$ cat config.mk
export PLATFORM = sky130hd
export DESIGN_NAME = hspfc_top
export DESIGN_NICKNAME = d
export VERILOG_FILES = /design/src/rtl/hspfc_pkg.sv /design/src/rtl/hspfc_fifo.sv /design/src/rtl/hspfc_top.sv
export VERILOG_INCLUDE_DIRS = /design/src /design/src/rtl
export SDC_FILE = /design/constraint.sdc
export NUM_CORES = 1
export LEC_CHECK = 0
export ABC_CLOCK_PERIOD_IN_PS = 4600
export BUFFER_PORTS_ARGS = -buffer_cell sky130_fd_sc_hd__buf_2
export CELL_PAD_IN_SITES_DETAIL_PLACEMENT = 0
export CELL_PAD_IN_SITES_GLOBAL_PLACEMENT = 1
export CORE_MARGIN = 5
export CORE_UTILIZATION = 51
export DETAILED_ROUTE_END_ITERATION = 12
export MAX_ROUTING_LAYER = met4
export PLACE_DENSITY_LB_ADDON = 0.15
export SETUP_SLACK_MARGIN = 0.1
export SYNTH_ARGS = -nofsm -noshare
export SYNTH_HDL_FRONTEND = slang
export SYNTH_SLANG_ARGS = --single-unit
$ cat constraint.sdc
create_clock -name CLK -period 4.6 [get_ports CLK]
set_clock_uncertainty 0.2 [all_clocks]
set_input_delay 0.69 -clock CLK [delete_from_list [all_inputs] [get_ports CLK]]
set_output_delay 0.69 -clock CLK [all_outputs]
set_load 0.05 [all_outputs]
$ cat src/rtl/hspfc_params.svh
/*
 * Constants of the host serial port: timing counts and buffer shape.
 * Assumes a 200 MHz system clock and 8N1 framing at a fixed bit rate.
 */
`ifndef HSPFC_PARAMS_SVH
`define HSPFC_PARAMS_SVH

`define HSPFC_CLK_HZ      200000000
`define HSPFC_BAUD_HZ     115200
// Clock cycles per bit, rounded down
`define HSPFC_BIT_CYCLES  (`HSPFC_CLK_HZ / `HSPFC_BAUD_HZ)
`define HSPFC_HALF_CYCLES (`HSPFC_BIT_CYCLES / 2)
`define HSPFC_CNT_W       16
`define HSPFC_DATA_W      8
`define HSPFC_FIFO_DEPTH  16
`define HSPFC_LAST_BIT    3'h7
`define HSPFC_LINE_IDLE   1'h1

`endif

$ cat src/rtl/hspfc_pkg.sv
/*
 * Types shared by the host serial port modules.
 * Assumes nothing beyond a SystemVerilog compiler.
 */
package hspfc_pkg;

    // Gray-coded frame phases along idle, start, data, stop
    typedef enum logic [1:0] {
        HSPFC_IDLE  = 2'h0,
        HSPFC_START = 2'h1,
        HSPFC_DATA  = 2'h3,
        HSPFC_STOP  = 2'h2
    } hspfc_state_t;

endpackage : hspfc_pkg

$ cat src/rtl/hspfc_fifo.sv
/*
 * Synchronous first-in first-out buffer with valid/ready on both sides.
 * Assumes one clock and a synchronous active-high reset.
 */
module hspfc_fifo #(
    parameter int WIDTH = 8,
    parameter int DEPTH = 16
) (
    // Clock and reset
    input  wire logic             clk,
    input  wire logic             rst,
    // Filling side
    input  wire logic [WIDTH-1:0] in_data,
    input  wire logic             in_valid,
    output logic                  in_ready,
    // Draining side
    output logic      [WIDTH-1:0] out_data,
    output logic                  out_valid,
    input  wire logic             out_ready
);
    localparam int AW = $clog2(DEPTH);

    logic [WIDTH-1:0] mem      [DEPTH];
    logic [WIDTH-1:0] next_mem [DEPTH];
    logic [AW-1:0]    wr_ptr;
    logic [AW-1:0]    rd_ptr;
    logic [AW:0]      count;
    logic [AW-1:0]    next_wr_ptr;
    logic [AW-1:0]    next_rd_ptr;
    logic [AW:0]      next_count;
    logic             push;
    logic             pop;

    assign in_ready  = (count != (AW+1)'(DEPTH));
    assign out_valid = (count != '0);
    assign out_data  = mem[rd_ptr];
    assign push      = in_valid && in_ready;
    assign pop       = out_valid && out_ready;

    always_comb begin
        next_mem    = mem;
        next_wr_ptr = wr_ptr;
        next_rd_ptr = rd_ptr;
        next_count  = count;
        if (push) begin
            next_mem[wr_ptr] = in_data;
            next_wr_ptr      = wr_ptr + 1'b1;
        end
        if (pop) begin
            next_rd_ptr = rd_ptr + 1'b1;
        end
        if (push && !pop) begin
            next_count = count + 1'b1;
        end else if (pop && !push) begin
            next_count = count - 1'b1;
        end
    end

    always_ff @(posedge clk) begin
        mem <= next_mem;
        if (rst) begin
            wr_ptr <= '0;
            rd_ptr <= '0;
            count  <= '0;
        end else begin
            wr_ptr <= next_wr_ptr;
            rd_ptr <= next_rd_ptr;
            count  <= next_count;
        end
    end

endmodule : hspfc_fifo

$ cat src/rtl/hspfc_top.sv
/*
 * Host serial port with optional hardware flow control.
 * 8N1 transmitter fed from a 16-entry buffer, 8N1 receiver with one
 * holding register, clear-to-send and ready-to-send handshake pins.
 * Assumes a 200 MHz CLK, synchronous RST, and a host that obeys the
 * ready-to-send output while flow control is on.
 */
// Summary of operation
// - Send 8N1 character frames to the host on the transmit line.
// - Receive 8N1 character frames from the host on the receive line.
// - Clear-to-send matters only while flow control is enabled.
// - Host drives clear-to-send low to allow device transmission.
// - With flow control on and clear-to-send high, start no new frame.
// - Clear-to-send is looked at only when a frame would begin.
// - A frame already started always finishes before pausing.
// - Ready-to-send carries meaning only while flow control is enabled.
// - Ready-to-send low means the receiver can accept a character.
// - Ready-to-send high means the receiver is full; host holds off.
`include "hspfc_params.svh"

module hspfc_top (
    // Clock and reset
    input  wire logic                     CLK,
    input  wire logic                     RST,
    // Configuration
    input  wire logic                     FLOW_EN,
    // Transmit data from the device core
    input  wire logic [`HSPFC_DATA_W-1:0] TX_DATA,
    input  wire logic                     TX_VALID,
    output logic                          TX_READY,
    // Received data to the device core
    output logic      [`HSPFC_DATA_W-1:0] RX_DATA,
    output logic                          RX_VALID,
    input  wire logic                     RX_READY,
    output logic                          RX_OVERRUN,
    output logic                          RX_FRAME_ERR,
    // Host pins
    output logic                          HOST_TX_LINE,
    input  wire logic                     HOST_RX_LINE,
    input  wire logic                     HOST_CLEAR_TO_SEND_N,
    output logic                          HOST_READY_TO_SEND_N
);
    localparam logic [`HSPFC_CNT_W-1:0] BIT_LAST  = `HSPFC_CNT_W'(`HSPFC_BIT_CYCLES - 1);
    localparam logic [`HSPFC_CNT_W-1:0] HALF_LAST = `HSPFC_CNT_W'(`HSPFC_HALF_CYCLES - 1);

    // Pin synchronisers
    logic [1:0] rx_sync;
    logic [1:0] cts_sync;
    logic       rx_s;
    logic       cts_s;

    always_ff @(posedge CLK) begin
        if (RST) begin
            rx_sync  <= 2'h3;
            cts_sync <= 2'h3;
        end else begin
            rx_sync  <= {rx_sync[0], HOST_RX_LINE};
            cts_sync <= {cts_sync[0], HOST_CLEAR_TO_SEND_N};
        end
    end

    assign rx_s  = rx_sync[1];
    assign cts_s = cts_sync[1];

    // Transmit buffer
    logic [`HSPFC_DATA_W-1:0] fifo_data;
    logic                     fifo_valid;
    logic                     tx_take;

    hspfc_fifo #(
        .WIDTH (`HSPFC_DATA_W),
        .DEPTH (`HSPFC_FIFO_DEPTH)
    ) u_tx_fifo (
        .clk       (CLK),
        .rst       (RST),
        .in_data   (TX_DATA),
        .in_valid  (TX_VALID),
        .in_ready  (TX_READY),
        .out_data  (fifo_data),
        .out_valid (fifo_valid),
        .out_ready (tx_take)
    );

    // Transmitter
    hspfc_pkg::hspfc_state_t  tx_state;
    hspfc_pkg::hspfc_state_t  next_tx_state;
    logic [`HSPFC_CNT_W-1:0]  tx_cnt;
    logic [`HSPFC_CNT_W-1:0]  next_tx_cnt;
    logic [2:0]               tx_bit;
    logic [2:0]               next_tx_bit;
    logic [`HSPFC_DATA_W-1:0] tx_shift;
    logic [`HSPFC_DATA_W-1:0] next_tx_shift;
    logic                     tx_line;
    logic                     next_tx_line;
    logic                     tx_allowed;

    // Clear-to-send gates only the frame start, never a frame in flight
    assign tx_allowed = !FLOW_EN || !cts_s;
    assign tx_take    = (tx_state == hspfc_pkg::HSPFC_IDLE) && fifo_valid && tx_allowed;

    always_comb begin
        next_tx_state = tx_state;
        next_tx_cnt   = tx_cnt;
        next_tx_bit   = tx_bit;
        next_tx_shift = tx_shift;
        next_tx_line  = tx_line;
        if (tx_state != hspfc_pkg::HSPFC_IDLE && tx_cnt != '0) begin
            next_tx_cnt = tx_cnt - 1'b1;
        end
        case (tx_state)
            hspfc_pkg::HSPFC_IDLE: begin
                next_tx_line = `HSPFC_LINE_IDLE;
                if (tx_take) begin
                    next_tx_state = hspfc_pkg::HSPFC_START;
                    next_tx_shift = fifo_data;
                    next_tx_cnt   = BIT_LAST;
                    next_tx_line  = 1'b0;
                end
            end
            hspfc_pkg::HSPFC_START: begin
                if (tx_cnt == '0) begin
                    next_tx_state = hspfc_pkg::HSPFC_DATA;
                    next_tx_cnt   = BIT_LAST;
                    next_tx_bit   = '0;
                    next_tx_line  = tx_shift[0];
                    next_tx_shift = tx_shift >> 1;
                end
            end
            hspfc_pkg::HSPFC_DATA: begin
                if (tx_cnt == '0) begin
                    next_tx_cnt = BIT_LAST;
                    if (tx_bit == `HSPFC_LAST_BIT) begin
                        next_tx_state = hspfc_pkg::HSPFC_STOP;
                        next_tx_line  = `HSPFC_LINE_IDLE;
                    end else begin
                        next_tx_bit   = tx_bit + 1'b1;
                        next_tx_line  = tx_shift[0];
                        next_tx_shift = tx_shift >> 1;
                    end
                end
            end
            hspfc_pkg::HSPFC_STOP: begin
                if (tx_cnt == '0) begin
                    next_tx_state = hspfc_pkg::HSPFC_IDLE;
                end
            end
            default: begin
                next_tx_state = hspfc_pkg::HSPFC_IDLE;
                next_tx_line  = `HSPFC_LINE_IDLE;
            end
        endcase
    end

    always_ff @(posedge CLK) begin
        if (RST) begin
            tx_state <= hspfc_pkg::HSPFC_IDLE;
            tx_cnt   <= '0;
            tx_bit   <= '0;
            tx_shift <= '0;
            tx_line  <= `HSPFC_LINE_IDLE;
        end else begin
            tx_state <= next_tx_state;
            tx_cnt   <= next_tx_cnt;
            tx_bit   <= next_tx_bit;
            tx_shift <= next_tx_shift;
            tx_line  <= next_tx_line;
        end
    end

    assign HOST_TX_LINE = tx_line;

    // Receiver
    hspfc_pkg::hspfc_state_t  rx_state;
    hspfc_pkg::hspfc_state_t  next_rx_state;
    logic [`HSPFC_CNT_W-1:0]  rx_cnt;
    logic [`HSPFC_CNT_W-1:0]  next_rx_cnt;
    logic [2:0]               rx_bit;
    logic [2:0]               next_rx_bit;
    logic [`HSPFC_DATA_W-1:0] rx_shift;
    logic [`HSPFC_DATA_W-1:0] next_rx_shift;
    logic [`HSPFC_DATA_W-1:0] rx_hold;
    logic [`HSPFC_DATA_W-1:0] next_rx_hold;
    logic                     rx_full;
    logic                     next_rx_full;
    logic                     rx_ovr;
    logic                     next_rx_ovr;
    logic                     rx_ferr;
    logic                     next_rx_ferr;
    logic                     rts_n;
    logic                     next_rts_n;
    logic                     rx_store;

    always_comb begin
        next_rx_state = rx_state;
        next_rx_cnt   = rx_cnt;
        next_rx_bit   = rx_bit;
        next_rx_shift = rx_shift;
        next_rx_ferr  = 1'b0;
        rx_store      = 1'b0;
        if (rx_state != hspfc_pkg::HSPFC_IDLE && rx_cnt != '0) begin
            next_rx_cnt = rx_cnt - 1'b1;
        end
        case (rx_state)
            hspfc_pkg::HSPFC_IDLE: begin
                if (!rx_s) begin
                    next_rx_state = hspfc_pkg::HSPFC_START;
                    next_rx_cnt   = HALF_LAST;
                end
            end
            hspfc_pkg::HSPFC_START: begin
                // Mid-bit recheck rejects glitches shorter than half a bit
                if (rx_cnt == '0) begin
                    if (!rx_s) begin
                        next_rx_state = hspfc_pkg::HSPFC_DATA;
                        next_rx_cnt   = BIT_LAST;
                        next_rx_bit   = '0;
                    end else begin
                        next_rx_state = hspfc_pkg::HSPFC_IDLE;
                    end
                end
            end
            hspfc_pkg::HSPFC_DATA: begin
                if (rx_cnt == '0) begin
                    next_rx_shift = {rx_s, rx_shift[`HSPFC_DATA_W-1:1]};
                    next_rx_cnt   = BIT_LAST;
                    next_rx_bit   = rx_bit + 1'b1;
                    if (rx_bit == `HSPFC_LAST_BIT) begin
                        next_rx_state = hspfc_pkg::HSPFC_STOP;
                    end
                end
            end
            hspfc_pkg::HSPFC_STOP: begin
                if (rx_cnt == '0) begin
                    next_rx_state = hspfc_pkg::HSPFC_IDLE;
                    rx_store      = rx_s;
                    next_rx_ferr  = !rx_s;
                end
            end
            default: begin
                next_rx_state = hspfc_pkg::HSPFC_IDLE;
            end
        endcase
    end

    // Holding register; a new character wins over a same-cycle read
    always_comb begin
        next_rx_hold = rx_hold;
        next_rx_full = rx_full;
        next_rx_ovr  = 1'b0;
        if (RX_READY && rx_full) begin
            next_rx_full = 1'b0;
        end
        if (rx_store) begin
            next_rx_hold = rx_shift;
            next_rx_full = 1'b1;
            next_rx_ovr  = rx_full && !RX_READY;
        end
        if (!FLOW_EN) begin
            next_rts_n = 1'b0;
        end else begin
            next_rts_n = next_rx_full;
        end
    end

    always_ff @(posedge CLK) begin
        if (RST) begin
            rx_state <= hspfc_pkg::HSPFC_IDLE;
            rx_cnt   <= '0;
            rx_bit   <= '0;
            rx_shift <= '0;
            rx_hold  <= '0;
            rx_full  <= 1'b0;
            rx_ovr   <= 1'b0;
            rx_ferr  <= 1'b0;
            rts_n    <= 1'b0;
        end else begin
            rx_state <= next_rx_state;
            rx_cnt   <= next_rx_cnt;
            rx_bit   <= next_rx_bit;
            rx_shift <= next_rx_shift;
            rx_hold  <= next_rx_hold;
            rx_full  <= next_rx_full;
            rx_ovr   <= next_rx_ovr;
            rx_ferr  <= next_rx_ferr;
            rts_n    <= next_rts_n;
        end
    end

    assign RX_DATA              = rx_hold;
    assign RX_VALID             = rx_full;
    assign RX_OVERRUN           = rx_ovr;
    assign RX_FRAME_ERR         = rx_ferr;
    assign HOST_READY_TO_SEND_N = rts_n;

endmodule : hspfc_top

==> flow_summary_export.csv <==
group,metric,value,unit
place,place_ws,1030,ps
clock_network,cts_tree,"done",
route,drt_first_iter_violations,277,
worst_hold_path,hold_class,"in2reg",
clock_network,postCtsSetupBuffers,0,
synthesis,post-synth-top-count-cell,"edfxtp_1",
synthesis,yosysSeqAreaShare,0.618,
flow_run,maxCapViolCount,0,
setup_path,reg2reg_depth,12,
route,drc_errors,0,
synthesis,synthFlopType,"edfxtp_1",
place,dp.cells,935,
global_routing,first_global_vias,5687,
synthesis,async_reset_ff_frac,0,
clock_network,root_buffer,"clkbuf_16",
place,port_buffers,28,
clock_network,cts_resized,0,
setup_path,cp-start-kind,"flop",
place,gp_congestion,0.861,
floorplan,row_count,48,
timing,setup_slack,1050,ps
cells_and_area,layout.cells.non_filler,977,
synthesis,ys_warn_count,0,
synthesis,syn_inst,703,
floorplan,core_area,0.0174,mm2
synthesis,syn_area_per_cell,12.9,um2
clock_network,cts.path.max_buffers,3,
route,post_drt_wl_per_cell,19.0,um
clock_network,cts-buffers-inserted,23,
setup_path,required,4800,ps
power,p_leak,0.00348,uW
timing,fin_tns_setup,0,ps
global_routing,grt_max_degree,62,
worst_hold_path,hold_depth,2,
cells_and_area,antennaDiodeCount,0,
route,viasPerCell,5.80,
synthesis,syn_area,0.00907,mm2
timing,setup_viol,0,
synthesis,netlist.area_leader.share,0.424,
synthesis,synthDistinctLibCells,68,
synthesis,synth_edf_count,128,
timing,post-route-period-util,0.773,
cells_and_area,layout-drive-gt1-share,0.176,
synthesis,synth_top_cell_by_area,"edfxtp_1",
timing,hold_violations,0,
timing,tightestPinTransition,1210,ps
timing,rsz0062_at_grt,"false",
timing,layout_min_cycle_time,3550,ps
setup_path,crit_fanout,10,
place,dp_hpwl,12.2,mm
floorplan,io_pins,29,
clock_network,cts_num_sinks,216,
route,vias,5663,
setup_path,critical_path_arrival,3750,ps
floorplan,die_w,143,um
synthesis,ys_top_cells_by_count,"128 x edfxtp_1, 88 x dfxtp_1, 76 x nor2_1, 45 x nand2_1, 38 x a21oi_1",
cells_and_area,nets,768,
floorplan,die_y,143,um
global_routing,track_usage,0.191,
global_routing,antenna_found_initial,0,
clock_network,cts_hold_buf,0,
global_routing,overflow,0,
timing,clock.fmax,0.281,GHz
synthesis,syn_nets,736,
clock_network,clk_pin_slew_worst_paths,60,ps
outcome,outcome,"finished clean",
power,peakVddDrop,387,uV
synthesis,yosys-top-cells-area,"edfxtp_1 42%, dfxtp_1 19%, mux4_2 7.4%",
timing,final_max_slew_viol_count,0,
floorplan,die_area,0.0206,mm2
route,wl,18.6,mm
synthesis,yosys_register_bits,216,
global_routing,grt_pass1_wl,30.2,mm
route,dr.pass1.iters,5,
clock_network,clock_latency,520,ps
setup_path,endpoint_kind,"flop",
timing,relSlewSlack,0.185,
cells_and_area,syn_to_final_growth,12.7,%
route,ant_nets,0,
clock_network,h-tree-depth,1,
floorplan,initial_core_util,0.523,
setup_path,critPathKind,"reg2reg",
power,pwr_density_cell,570,mW/mm2
## state kept, by name (all words and copies together), names as in the netlist
| register | flops |
|---|---|
| u_tx_fifo.wr_ptr | 4 |
| rx_shift | 8 |
| HOST_READY_TO_SEND_N | 1 |
| tx_state | 2 |
| rx_sync | 2 |
| RX_OVERRUN | 1 |
| u_tx_fifo.rd_ptr | 4 |
| u_tx_fifo.mem | 128 |
| u_tx_fifo.count | 5 |
| RX_VALID | 1 |
| rx_state | 2 |
| RX_DATA | 8 |
| tx_bit | 3 |
| RX_FRAME_ERR | 1 |
| HOST_TX_LINE | 1 |
| tx_cnt | 16 |
| rx_bit | 3 |
| rx_cnt | 16 |
| tx_shift | 8 |
| cts_sync | 2 |
## cells in the final DEF, fill, tap and decap left out, types with 7 or more instances in the layout
cell type	instances
a211oi_1	12
a21oi_1	38
a22oi_1	13
buf_2	28
buf_4	13
clkbuf_16	23
dfxtp_1	87
edfxtp_1	128
ha_1	17
inv_1	16
mux2i_1	17
mux4_2	30
nand2_1	45
nand3_1	14
nand4_1	7
nor2_1	76
nor2b_1	8
nor3_1	25
nor4_1	11
o21ai_0	9
or2_2	9
xnor2_1	8
xor2_1	21
## path summary, 6_finish.rpt
check	startpoint	to	slack (ps)
worst max-delay path	u_tx_fifo.count[0]$_SDFFE_PP0P_	u_tx_fifo.count[4]$_SDFFE_PP0P_	1050
worst min-delay path	HOST_RX_LINE	rx_sync[0]$_SDFF_PP1_	170
worst max register to register	u_tx_fifo.count[0]$_SDFFE_PP0P_	u_tx_fifo.count[4]$_SDFFE_PP0P_	1050
worst min register to register	cts_sync[0]$_SDFF_PP1_	cts_sync[1]$_SDFF_PP1_	210
## logic make-up (layout without fill, tap and decap cells)
kind of cell               Yosys count  after routing  synth area share
AOI/OAI and AO/OA                  113            113            0.0861
xor gates and xnor gates            29             29            0.0280
adders and majority gates           18             18            0.0257
buffers and inverters               50             99            0.0223
DFF                                216            216             0.618
muxes                               48             48            0.0945
and+or+nand+nor                    229            229             0.126
## metal layers
metal	vias up	GRT usage	routed length, um
li1	2723	-	-
met3	34	0.0253	525
met2	96	0.326	9500
met5	-	-	0
met1	2810	0.241	8090
met4	0	0.0545	448
## power breakdown
part	internal, uW	switching (uW)	leakage [uW]
sequential	2220	147	0.00187
combinational	626	990	0.00123
clock	1110	736	0.000374
## metrics by stage
| step | area, um2 | power, uW | hold slack, ps | util |
|---|---|---|---|---|
| after detailed placement | 9460 | 4010 | 202 | 0.545 |
| after global placement | 9460 | 3970 | 200 | 0.545 |
| final | 10200 | 5830 | 173 | 0.589 |
| after floorplan | 9070 | 3610 | 189 | - |
| after CTS | 10200 | 5870 | 164 | 0.589 |
| after global routing | 10200 | 6140 | 183 | 0.589 |
## cell type report
cell class | instances | area, um2
clock buffers | 31 | 656
clock inverters | 11 | 115
fillers | 1368 | 7130
inverters | 16 | 60.1
multi-input cells | 437 | 3270
flip-flops and latches | 216 | 5610
well taps | 225 | 282
repair buffers | 41 | 238
## critical path: stages (launching register included)
cell and delay (ps):
dfxtp_1 340, nor4_1 560, a221oi_2 120, buf_4 220, inv_1 150, ha_1 250, inv_1 110, ha_1 330
nor2b_1 160, o21a_1 180, or3_1 300, a21oi_1 170, mux2_2 350
Power figures use the tool's default switching activity.
